[src/verilog/flash_erase_pkg.sv]
`default_nettype none
package flash_erase_pkg;
  // ==========================================================
  // command words and addresses
  localparam int          ADDR_W        = 21;
  localparam int          DATA_W        = 16;
  localparam logic [20:0] UNLOCK_ADDR_1 = 21'h000555;
  localparam logic [20:0] UNLOCK_ADDR_2 = 21'h0002AA;
  localparam logic [20:0] CHIP_ERASE_ADDR = 21'h000555;
  localparam logic [7:0]  UNLOCK_DATA_1 = 8'hAA;
  localparam logic [7:0]  UNLOCK_DATA_2 = 8'h55;
  localparam logic [7:0]  ERASE_SETUP   = 8'h80;
  localparam logic [7:0]  CHIP_ERASE_CMD   = 8'h10;
  localparam logic [7:0]  SECTOR_ERASE_CMD = 8'h30;
  localparam int          TOGGLE_BIT    = 6;
  localparam int          WRITE_COUNT   = 6;
  // ==========================================================
  // timing
  localparam int CLK_NS          = 40;
  localparam int WP_NS           = 50;
  localparam int WPH_NS          = 35;
  localparam int AH_NS           = 90;
  localparam int OE_NS           = 40;
  localparam int OEHP_NS         = 50;
  localparam int WP_CYC   = (WP_NS + CLK_NS - 1) / CLK_NS;
  localparam int WPH_CYC  = (WPH_NS + CLK_NS - 1) / CLK_NS;
  localparam int AH_CYC   = (AH_NS + CLK_NS - 1) / CLK_NS;
  localparam int OE_CYC   = (OE_NS + CLK_NS - 1) / CLK_NS + 3;
  localparam int OEHP_CYC = (OEHP_NS + CLK_NS - 1) / CLK_NS;
  // whole-array erase typically 13 s; poll limit allows 2x that
  localparam int CHIP_ERASE_S    = 13;
  localparam longint TIMEOUT_CYC_L =
    longint'(CHIP_ERASE_S) * 2 * 64'h3B9ACA00 / CLK_NS;
  localparam int TIMEOUT_CYC     = int'(TIMEOUT_CYC_L);
endpackage
`default_nettype wire

[src/verilog/sync3.sv]
`timescale 1ns/1ps
`default_nettype none
module sync3 #(
  parameter int W = 16
) (
  input  wire logic         clk,
  input  wire logic         reset,
  input  wire logic [W-1:0] d,
  output logic      [W-1:0] q
);
  logic [W-1:0] s1_reg, s2_reg, s3_reg, q_reg;
  logic [W-1:0] q_next;
  // ==========================================================
  // per bit: accept a change once stages two and three agree
  always_comb
  begin
    for (int i = 0; i < W; i++)
      q_next[i] = (s2_reg[i] == s3_reg[i]) ? s3_reg[i] : q_reg[i];
  end
  always_ff @(posedge clk)
  begin
    if (reset)
    begin
      s1_reg <= '0;
      s2_reg <= '0;
      s3_reg <= '0;
      q_reg  <= '0;
    end
    else
    begin
      s1_reg <= d;
      s2_reg <= s1_reg;
      s3_reg <= s2_reg;
      q_reg  <= q_next;
    end
  end
  assign q = q_reg;
endmodule
`default_nettype wire

[src/verilog/flash_erase_host.sv]
// Contract
// - chip erase ends with a write to word address 555
// - sector erase ends with a write to an address in the sector
// - chip erase final data byte is 10H
// - sector erase final data byte is 30H
// - output enable stays high throughout command writes
// - status is read by toggling output enable, once per read
// - polling reads keep one fixed address
// - done when two successive toggle bits are equal
`timescale 1ns/1ps
`default_nettype none
module flash_erase_host #(
  parameter int TIMEOUT = flash_erase_pkg::TIMEOUT_CYC
) (
  input  wire logic        clk,
  input  wire logic        reset,
  input  wire logic        start,
  input  wire logic        chip_mode,
  input  wire logic [20:0] sector_addr,
  output logic             busy,
  output logic             done,
  output logic             timed_out,
  output logic             ce_n,
  output logic             oe_n,
  output logic             we_n,
  output logic [20:0]      addr,
  output logic [15:0]      dq_out,
  output logic             dq_oe_n,
  input  wire logic [15:0] dq_in
);
  typedef enum logic [2:0]
    {IDLE, WR_LOW, WR_HIGH, RD_LOW, RD_HIGH} state_t;
  state_t      state_reg, state_next;
  logic [2:0]  idx_reg, idx_next;
  logic [3:0]  cnt_reg, cnt_next;
  logic [31:0] tmo_reg, tmo_next;
  logic        chip_reg, chip_next;
  logic [20:0] sect_reg, sect_next;
  logic        have_reg, have_next;
  logic        last_reg, last_next;
  logic        ce_n_reg, ce_n_next, oe_n_reg, oe_n_next;
  logic        we_n_reg, we_n_next, doe_reg, doe_next;
  logic [20:0] addr_reg, addr_next;
  logic [15:0] dout_reg, dout_next;
  logic        busy_reg, busy_next, done_reg, done_next;
  logic        tmo_flag_reg, tmo_flag_next;
  logic [15:0] dq_sync;
  logic [20:0] cmd_addr;
  logic [7:0]  cmd_data;
  logic        tbit;

  // ==========================================================
  // data bus input resynchroniser
  sync3 #(.W(16)) u_sync (
    .clk   (clk),
    .reset (reset),
    .d     (dq_in),
    .q     (dq_sync)
  );
  assign tbit = dq_sync[flash_erase_pkg::TOGGLE_BIT];

  // ==========================================================
  // six-write erase command sequence table
  always_comb
  begin
    cmd_addr = flash_erase_pkg::UNLOCK_ADDR_1;
    cmd_data = flash_erase_pkg::UNLOCK_DATA_1;
    case (idx_reg)
      3'h1, 3'h4:
      begin
        cmd_addr = flash_erase_pkg::UNLOCK_ADDR_2;
        cmd_data = flash_erase_pkg::UNLOCK_DATA_2;
      end
      3'h2: cmd_data = flash_erase_pkg::ERASE_SETUP;
      3'h5:
      begin
        cmd_addr = chip_reg ? flash_erase_pkg::CHIP_ERASE_ADDR
                            : sect_reg;
        cmd_data = chip_reg ? flash_erase_pkg::CHIP_ERASE_CMD
                            : flash_erase_pkg::SECTOR_ERASE_CMD;
      end
      default: ;
    endcase
  end

  // ==========================================================
  // sequencer: writes, then toggle polling until stable
  always_comb
  begin
    state_next = state_reg;
    idx_next = idx_reg;
    cnt_next = cnt_reg;
    tmo_next = tmo_reg;
    chip_next = chip_reg;
    sect_next = sect_reg;
    have_next = have_reg;
    last_next = last_reg;
    ce_n_next = ce_n_reg;
    oe_n_next = oe_n_reg;
    we_n_next = we_n_reg;
    doe_next = doe_reg;
    addr_next = addr_reg;
    dout_next = dout_reg;
    busy_next = busy_reg;
    done_next = 1'b0;
    tmo_flag_next = tmo_flag_reg;
    if (cnt_reg != 4'h0)
      cnt_next = cnt_reg - 4'h1;
    case (state_reg)
      IDLE:
        if (start)
        begin
          chip_next = chip_mode;
          sect_next = sector_addr;
          idx_next = 3'h0;
          busy_next = 1'b1;
          tmo_flag_next = 1'b0;
          oe_n_next = 1'b1;
          state_next = WR_HIGH;
          cnt_next = 4'(flash_erase_pkg::WPH_CYC);
        end
      WR_HIGH:
        if (cnt_reg == 4'h0)
        begin
          if (idx_reg == 3'(flash_erase_pkg::WRITE_COUNT))
          begin
            doe_next = 1'b1;
            have_next = 1'b0;
            tmo_next = 32'(TIMEOUT);
            addr_next = sect_reg;
            state_next = RD_LOW;
            cnt_next = 4'(flash_erase_pkg::OE_CYC);
            ce_n_next = 1'b0;
            oe_n_next = 1'b0;
          end
          else
          begin
            addr_next = cmd_addr;
            dout_next = {8'h00, cmd_data};
            doe_next = 1'b0;
            ce_n_next = 1'b0;
            we_n_next = 1'b0;
            cnt_next = 4'(flash_erase_pkg::WP_CYC);
            state_next = WR_LOW;
          end
        end
      WR_LOW:
        if (cnt_reg == 4'h0)
        begin
          we_n_next = 1'b1;
          ce_n_next = 1'b1;
          idx_next = idx_reg + 3'h1;
          cnt_next = 4'(flash_erase_pkg::AH_CYC);
          state_next = WR_HIGH;
        end
      RD_LOW:
        if (cnt_reg == 4'h0)
        begin
          // one read access per low pulse of output enable
          oe_n_next = 1'b1;
          ce_n_next = 1'b1;
          have_next = 1'b1;
          last_next = tbit;
          cnt_next = 4'(flash_erase_pkg::OEHP_CYC);
          state_next = RD_HIGH;
          if (have_reg && tbit == last_reg)
          begin
            doe_next = 1'b1;
            busy_next = 1'b0;
            done_next = 1'b1;
            state_next = IDLE;
          end
          else if (tmo_reg == 32'h0)
          begin
            busy_next = 1'b0;
            done_next = 1'b1;
            tmo_flag_next = 1'b1;
            state_next = IDLE;
          end
        end
      RD_HIGH:
        if (cnt_reg == 4'h0)
        begin
          ce_n_next = 1'b0;
          oe_n_next = 1'b0;
          cnt_next = 4'(flash_erase_pkg::OE_CYC);
          state_next = RD_LOW;
        end
      default: state_next = IDLE;
    endcase
    if (state_reg == RD_LOW || state_reg == RD_HIGH)
      if (tmo_reg != 32'h0)
        tmo_next = tmo_reg - 32'h1;
  end

  always_ff @(posedge clk)
  begin
    if (reset)
    begin
      state_reg <= IDLE;
      idx_reg <= 3'h0;
      cnt_reg <= 4'h0;
      tmo_reg <= 32'h0;
      chip_reg <= 1'b0;
      sect_reg <= 21'h000000;
      have_reg <= 1'b0;
      last_reg <= 1'b0;
      ce_n_reg <= 1'b1;
      oe_n_reg <= 1'b1;
      we_n_reg <= 1'b1;
      doe_reg <= 1'b1;
      addr_reg <= 21'h000000;
      dout_reg <= 16'h0000;
      busy_reg <= 1'b0;
      done_reg <= 1'b0;
      tmo_flag_reg <= 1'b0;
    end
    else
    begin
      state_reg <= state_next;
      idx_reg <= idx_next;
      cnt_reg <= cnt_next;
      tmo_reg <= tmo_next;
      chip_reg <= chip_next;
      sect_reg <= sect_next;
      have_reg <= have_next;
      last_reg <= last_next;
      ce_n_reg <= ce_n_next;
      oe_n_reg <= oe_n_next;
      we_n_reg <= we_n_next;
      doe_reg <= doe_next;
      addr_reg <= addr_next;
      dout_reg <= dout_next;
      busy_reg <= busy_next;
      done_reg <= done_next;
      tmo_flag_reg <= tmo_flag_next;
    end
  end

  assign busy = busy_reg;
  assign done = done_reg;
  assign timed_out = tmo_flag_reg;
  assign ce_n = ce_n_reg;
  assign oe_n = oe_n_reg;
  assign we_n = we_n_reg;
  assign addr = addr_reg;
  assign dq_out = dout_reg;
  assign dq_oe_n = doe_reg;

  // ==========================================================
  // checks
  oe_write_a: assert property (@(posedge clk) disable iff (reset)
    !we_n_reg |-> oe_n_reg && !ce_n_reg && !doe_reg)
    else $error("output enable low during write");
  chip_final_a: assert property (@(posedge clk)
    disable iff (reset)
    ($fell(we_n_reg) && idx_reg == 3'h5 && chip_reg) |->
    addr_reg == 21'h000555 && dout_reg[7:0] == 8'h10)
    else $error("bad chip erase final write");
  sect_final_a: assert property (@(posedge clk)
    disable iff (reset)
    ($fell(we_n_reg) && idx_reg == 3'h5 && !chip_reg) |->
    addr_reg == sect_reg && dout_reg[7:0] == 8'h30)
    else $error("bad sector erase final write");
  // every polling cycle must sit on the one address latched at start
  poll_addr_a: assert property (@(posedge clk) disable iff (reset)
    (state_reg == RD_LOW || state_reg == RD_HIGH) |->
    addr_reg == sect_reg)
    else $error("polling address moved");
  read_pulse_a: assert property (@(posedge clk) disable iff (reset)
    $fell(oe_n_reg) && state_reg == RD_LOW |->
    !oe_n_reg [*4])
    else $error("read pulse too short");
  done_equal_a: assert property (@(posedge clk)
    disable iff (reset)
    $rose(done_reg) && !tmo_flag_reg |->
    $past(tbit) == $past(last_reg))
    else $error("done without equal reads");
  tmo_end_a: assert property (@(posedge clk)
    disable iff (reset)
    (state_reg == RD_LOW && tmo_reg == 32'h0 && cnt_reg == 4'h0) |=>
    state_reg == IDLE && !busy_reg)
    else $error("timeout not honoured");
  busy_done_a: assert property (@(posedge clk) disable iff (reset)
    done_reg |-> !busy_reg && $past(busy_reg))
    else $error("done without busy");
  chip_cov: cover property (@(posedge clk) disable iff (reset)
    done_reg && chip_reg && !tmo_flag_reg);
  sect_cov: cover property (@(posedge clk) disable iff (reset)
    done_reg && !chip_reg && !tmo_flag_reg);
  tmo_cov: cover property (@(posedge clk) disable iff (reset)
    done_reg && tmo_flag_reg);
endmodule
`default_nettype wire

[config.mk]
export PLATFORM = sky130hd
export DESIGN_NAME = flash_erase_host
export DESIGN_NICKNAME = d
export VERILOG_FILES = /design/src/verilog/flash_erase_pkg.sv /design/src/verilog/sync3.sv /design/src/verilog/flash_erase_host.sv
export SDC_FILE = /design/constraint.sdc
export NUM_CORES = 1
export LEC_CHECK = 0
export BUFFER_PORTS_ARGS = -buffer_cell sky130_fd_sc_hd__buf_2
export CORE_AREA = 2 2 127 92
export DETAILED_ROUTE_END_ITERATION = 10
export DIE_AREA = 0 0 129 94
export PLACE_DENSITY = 0.63
export SLEW_MARGIN = 20
export SYNTH_ARGS = -nofsm -noshare
export SYNTH_HDL_FRONTEND = slang
export SYNTH_SLANG_ARGS = --single-unit
[constraint.sdc]
create_clock -name clk -period 3.1 [get_ports clk]
set_input_delay 0.155 -clock clk [delete_from_list [all_inputs] [get_ports clk]]
set_output_delay 0.155 -clock clk [all_outputs]
set_load 0.01 [all_outputs]
# ---- After elaboration in Yosys (flattened, before gate mapping)
# Cells that the tools add are included.
dict set report classes {
  addsub 3
  n_eq_ne 24
  mux 57
  n_bitwise 3
  n_reduce_logical 30
}
# operator n
set op_table {}
lappend op_table {{32-bit two-way mux} 5}
lappend op_table {{21-bit two-way mux} 2}
lappend op_table {{21-bit case mux with 2 select lines} 1}
lappend op_table {{32-bit logical NOT} 1}
lappend op_table {{32-bit nonzero test} 1}
lappend op_table {{32-bit by 1-bit subtractor with 32-bit output, second input constant} 1}
lappend op_table {{3-bit two-way mux} 10}
lappend op_table {{4-bit two-way mux} 6}
lappend op_table {{8-bit case mux with 3 select lines} 1}
lappend op_table {{1-bit two-way mux} 20}
lappend op_table {{2-bit != test, second input constant} 10}
lappend op_table {{4-bit case mux with 5 select lines} 1}
lappend op_table {{4-bit AND reduction} 4}
lappend op_table {{3-bit case mux with 5 select lines} 1}
lappend op_table {{3-bit == test, second input constant} 4}
lappend op_table {{1-bit case mux with 2 select lines} 6}
lappend op_table {{5-bit AND reduction} 2}
lappend op_table {{2-bit nonzero test} 5}
lappend op_table {{3-bit by 2-bit == test with 1-bit output, second input constant} 3}
lappend op_table {{3-bit AND reduction} 3}
lappend op_table {{4-bit nonzero test} 2}
lappend op_table {{3-bit by 1-bit == test with 1-bit output, second input constant} 2}
lappend op_table {{6-bit two-way mux} 1}
lappend op_table {{3-bit case mux with 2 select lines} 1}
lappend op_table {{other kinds (16)} 24}
dict set report totals {
  reg_bits 124
  in_bits 41
  out_inout_bits 44
  word_cells 138
}

# ---- Longest topological paths before layout
dict set report depth {
  ltp_word 6
  depth_mapped 10
  depth_no_buf 9
}

# ---- Hierarchy
# From an unflattened synthesis, not the netlist that was laid out.
dict set report unflattened {
  cells_unflattened 730
  area_unflattened_um2 6657.6
}
# mod instances cells_each area_per_inst_um2
set modules_own_cells {}
lappend modules_own_cells {flash_erase_host 1 563 4606.9}
lappend modules_own_cells {sync3 1 167 2050.7}

# ---- Worst setup path after synthesis
# Ideal clock, no wire load.
dict set report synth_timing {
  path_kind {register to register}
  from {register cnt_reg[0]}
  to {register cnt_reg[0]}
  t_arrival_ns 2.242
  path_slack_ns 0.788
  stages_incl_launch_ff 11
  path_cell_list {dfxtp_1 -> inv_1 -> ha_1 -> nor3b_1 -> inv_1 -> clkbuf_1 -> ha_1 -> nand2_1 -> o21ai_0 -> a221o_1 -> a21oi_1}
}
dict set report synth_via {
  elab_chain_len 4
}
# element line
set synth_lines {}
lappend synth_lines {{from (decl)} flash_erase_host.sv:35} ;# logic [3:0] cnt_reg, cnt_next;
lappend synth_lines {{from (signal assigned)} flash_erase_host.sv:222} ;# cnt_reg <= cnt_next;
lappend synth_lines {{4-bit by 1-bit subtractor with 4-bit output / 4-bit nonzero test (equally long branches)} {flash_erase_host.sv:108, flash_erase_host.sv:107}}
lappend synth_lines {{4-bit two-way mux} flash_erase_host.sv:107} ;# if (cnt_reg != 4'h0)
lappend synth_lines {{4-bit two-way mux, on equally long branches} n/a}
lappend synth_lines {{4-bit case mux with 5 select lines (*)} flash_erase_host.sv:109} ;# case (state_reg)
# Every way passes the cells marked *; elsewhere a longest branch is shown, timed or not.
# A chain may end at the register's enable or synchronous reset.

# ---- Worst setup path in the final report
dict set report layout_timing {
  from {register idx_reg[0]}
  to {register tmo_reg[2]}
}
dict set report layout_via {
  elab_chain_len 6
}
# element line
set layout_lines {}
lappend layout_lines {{from (decl)} flash_erase_host.sv:34} ;# logic [2:0] idx_reg, idx_next;
lappend layout_lines {{from (signal assigned)} flash_erase_host.sv:221} ;# idx_reg <= idx_next;
lappend layout_lines {{3-bit == test (*)} flash_erase_host.sv:125} ;# if (idx_reg == 3'(flash_erase_pkg::WRITE_COUNT))
lappend layout_lines {{32-bit two-way mux (*)} flash_erase_host.sv:125}
lappend layout_lines {{32-bit two-way mux (*)} flash_erase_host.sv:123} ;# if (cnt_reg == 4'h0)
lappend layout_lines {{32-bit two-way mux (*)} flash_erase_host.sv:109}
lappend layout_lines {{32-bit two-way mux} flash_erase_host.sv:192} ;# if (tmo_reg != 32'h0)
lappend layout_lines {{32-bit two-way mux (*)} flash_erase_host.sv:191} ;# if (state_reg == RD_LOW || state_reg == RD_HIGH)
lappend layout_lines {{to (signal assigned)} flash_erase_host.sv:223} ;# tmo_reg <= tmo_next;
lappend layout_lines {{to (decl)} flash_erase_host.sv:36} ;# logic [31:0] tmo_reg, tmo_next;
# Marked as above.

==> results.toml <==
[worst_setup_path]
r2r_cells = 7
critical_path_class = "reg2reg"
endpoint_kind = "register"
critPathLaunchType = "register"
worst-endpoint-arrival_ns = 2.78
cp_data_required_time_ns = 3.35
reg2reg_to = "tmo_reg[2]$_SDFF_PP0_"
reg2reg_slack_ns = 0.57
r2r-start = "idx_reg[0]$_SDFFE_PP0P_"
worstPathMaxFanout = 11

[placement]
io_buffer_count = 61
placed_cell_area_um2 = 5240
dpl.hpwl_um = 8190
gp_congestion = 0.833

[detailed_routing]
drc = 0
viasPerCell = 5.49
drt_iter0_drc = 328
routedWlPerCell_um = 14.7
via_count = 4395
ant_nets = 0
drt_pre_antenna_iters = 5
drt-total-wl_um = 11800

[run_status]
outcome = "complete, no violations"

[yosys]
synth.area.top_cells = "dfxtp_1 43%, nand2_1 7.1%, a21oi_1 6.5%"
avgSynthCellArea_um2 = 8.16
syn-cell-area_um2 = 4830
yosysWarnings = 0
synth_cell_types = 62
synth-edff-count = 0
ys_seq_area_share_pct = 42.7
synth_top_flop_cell = "dfxtp_1"
synthArstFlopShare_pct = 0
synth_top_area_share_pct = 42.7
ys_ff_latch = 103
ys_top_cells_by_count = "103 x dfxtp_1, 91 x nand2_1, 63 x a21oi_1"
yosys.cell_count.top_type = "dfxtp_1"
yosysTopAreaCell = "dfxtp_1"
synthCells = 592

[sta]
fin_setup_tns_ns = 0
tightest_slew_ns = 0.826
fin_crit_sh_pct = 81.7
fin_crit_ns = 2.53
hold_violations = 0
whs_ns = 0.00948
setup_viol = 0
rsz0062_at_grt = "no"
final_max_slew_viol_count = 0
max_slew_margin_pct = 44.9
skew_ns = 0.00344
max_freq_mhz = 395

[job]
maxCapViolations = 0

[clocking]
clkTransAtPathRegs_ns = 0.07
cts_tree = "done"
cts_setup_buffers = 0
clock_path_buffers = 2
cts_resized = 0
cts-root-buf = "clkbuf_16"
htree_levels = 3
cts_made_buffers = 9
clkLatencyLatePin_ns = 0.35
clock_sinks = 103
hold_buffers = 0

[die]
ios = 85
fp.coreArea_um2 = 10900
dieArea_um2 = 12100
die_x_um = 129
initial_core_util_pct = 44.5
row_count = 32
die_h_um = 94

[power_and_ir_drop]
peakVddDrop_uv = 324
power_density_nw_per_um2 = 661
p_leak_nw = 2.26

[global_routing]
grt_max_degree = 54
grt_first_pass_wirelength_um = 19200
grtUsageTotal_pct = 19.8
antenna_found_initial = 0
grt_pass1_vias = 3855
grt_overflow = 0

[finish]
nets = 693
multi_input_area_um2 = 2510
syn2layout_area_growth_pct = 14.4
design_area_um2 = 5530
fillers = 1092
layout-drive-gt1-share_pct = 16.5
largest_reg_flops = 32
seqCellArea_um2 = 2060
diodes = 0

[min_path]
hp-class = "in2reg"
hold_path_end = "u_sync.s1_reg[6]$_SDFF_PP0_"
holdPathStages = 2
min_from = "dq_in[6]"
[report_power, final]
| group | internal, mW | switching (mW) | leakage [nW] |
|---|---|---|---|
| Clock | 0.560 | 0.536 | 0.136 |
| Combinational | 0.359 | 0.628 | 1.29 |
| Sequential | 1.48 | 0.0885 | 0.837 |
| Total | 2.40 | 1.25 | 2.26 |
[metal layers]
layer  part of all wire, %  vias to the layer above  GRT usage, %
li1                      -                     2220             -
met1                    52                     2058          29.8
met3                   5.0                        7          3.82
met5                     0                        -             0
met4                  0.91                        0          6.16
met2                    42                      110          28.3
[how the worst max path moves through the flow]
stage                       startpoint                endpoint  slack, ns  cells past startpoint
2_1_floorplan    cnt_reg[0]$_SDFF_PP0_   cnt_reg[0]$_SDFF_PP0_       0.79                     10
3_3_place_gp   idx_reg[0]$_SDFFE_PP0P_   tmo_reg[2]$_SDFF_PP0_       0.63                      7
3_5_place_dp    tmo_reg[23]$_SDFF_PP0_  tmo_reg[25]$_SDFF_PP0_       0.62                      6
4_1_cts         tmo_reg[23]$_SDFF_PP0_  tmo_reg[23]$_SDFF_PP0_       0.60                      6
5_1_grt          cnt_reg[0]$_SDFF_PP0_   addr[10]$_SDFFE_PP0P_       0.32                     10
6_report       idx_reg[0]$_SDFFE_PP0P_   tmo_reg[2]$_SDFF_PP0_       0.57                      7
[cell families (layout without fill, tap and decap cells)]
group | count (synthesis) | in the layout | synth area share, %
AOI/OAI and AO/OA | 160 | 160 | 21.4
xor gates and xnor gates | 5 | 5 | 0.907
adders and majority gates | 9 | 9 | 2.33
buffers and inverters | 57 | 106 | 5.96
DFF | 103 | 103 | 42.7
muxes | 5 | 5 | 1.09
other | 1 | 8 | 0.0776
and+or+nand+nor | 252 | 252 | 25.5
[cells in the final DEF, fill, tap and decap left out, types with 7 or more instances in the layout]
cell         n
buf_4       18
buf_2       61
ha_1         9
a21oi_1     63
a211oi_1     8
dfxtp_1    103
or3_1       15
nor4_1       7
o21ai_0     23
or4_1        8
clkbuf_16    9
nand3_1     14
nor2_1      48
a311oi_1     9
inv_1       11
nor3_1      28
nand2_1     91
conb_1       8
a22oi_1     11
nand2b_1     7
[metrics by stage]
stage	power, mW	std cells	util, %	worst slack (ns)
after floorplan	2.28	599	-	0.788
after global placement	2.55	785	48.3	0.632
after detailed placement	2.58	785	48.3	0.617
after CTS	3.68	801	50.9	0.597
after global routing	3.86	801	50.9	0.323
final	3.65	801	50.9	0.569
[worst max-delay path, stage by stage, from the launching register on]
cell	delay, ns
dfxtp_1	0.37
inv_1	0.10
ha_1	0.34
and2_0	0.37
nand3_1	0.39
nand2_1	0.53
nor2_1	0.08
a31o_2	0.25
[final cells by class]
class	instances	share of cell area, %
inverter	11	0.747
clock buffer	10	4.14
clock inverter	6	0.974
tap	153	3.46
sequential	103	37.3
timing repair buffer	79	7.97
multi-input combinational	439	45.4
No activity file was read; power rests on OpenSTA's default activity.
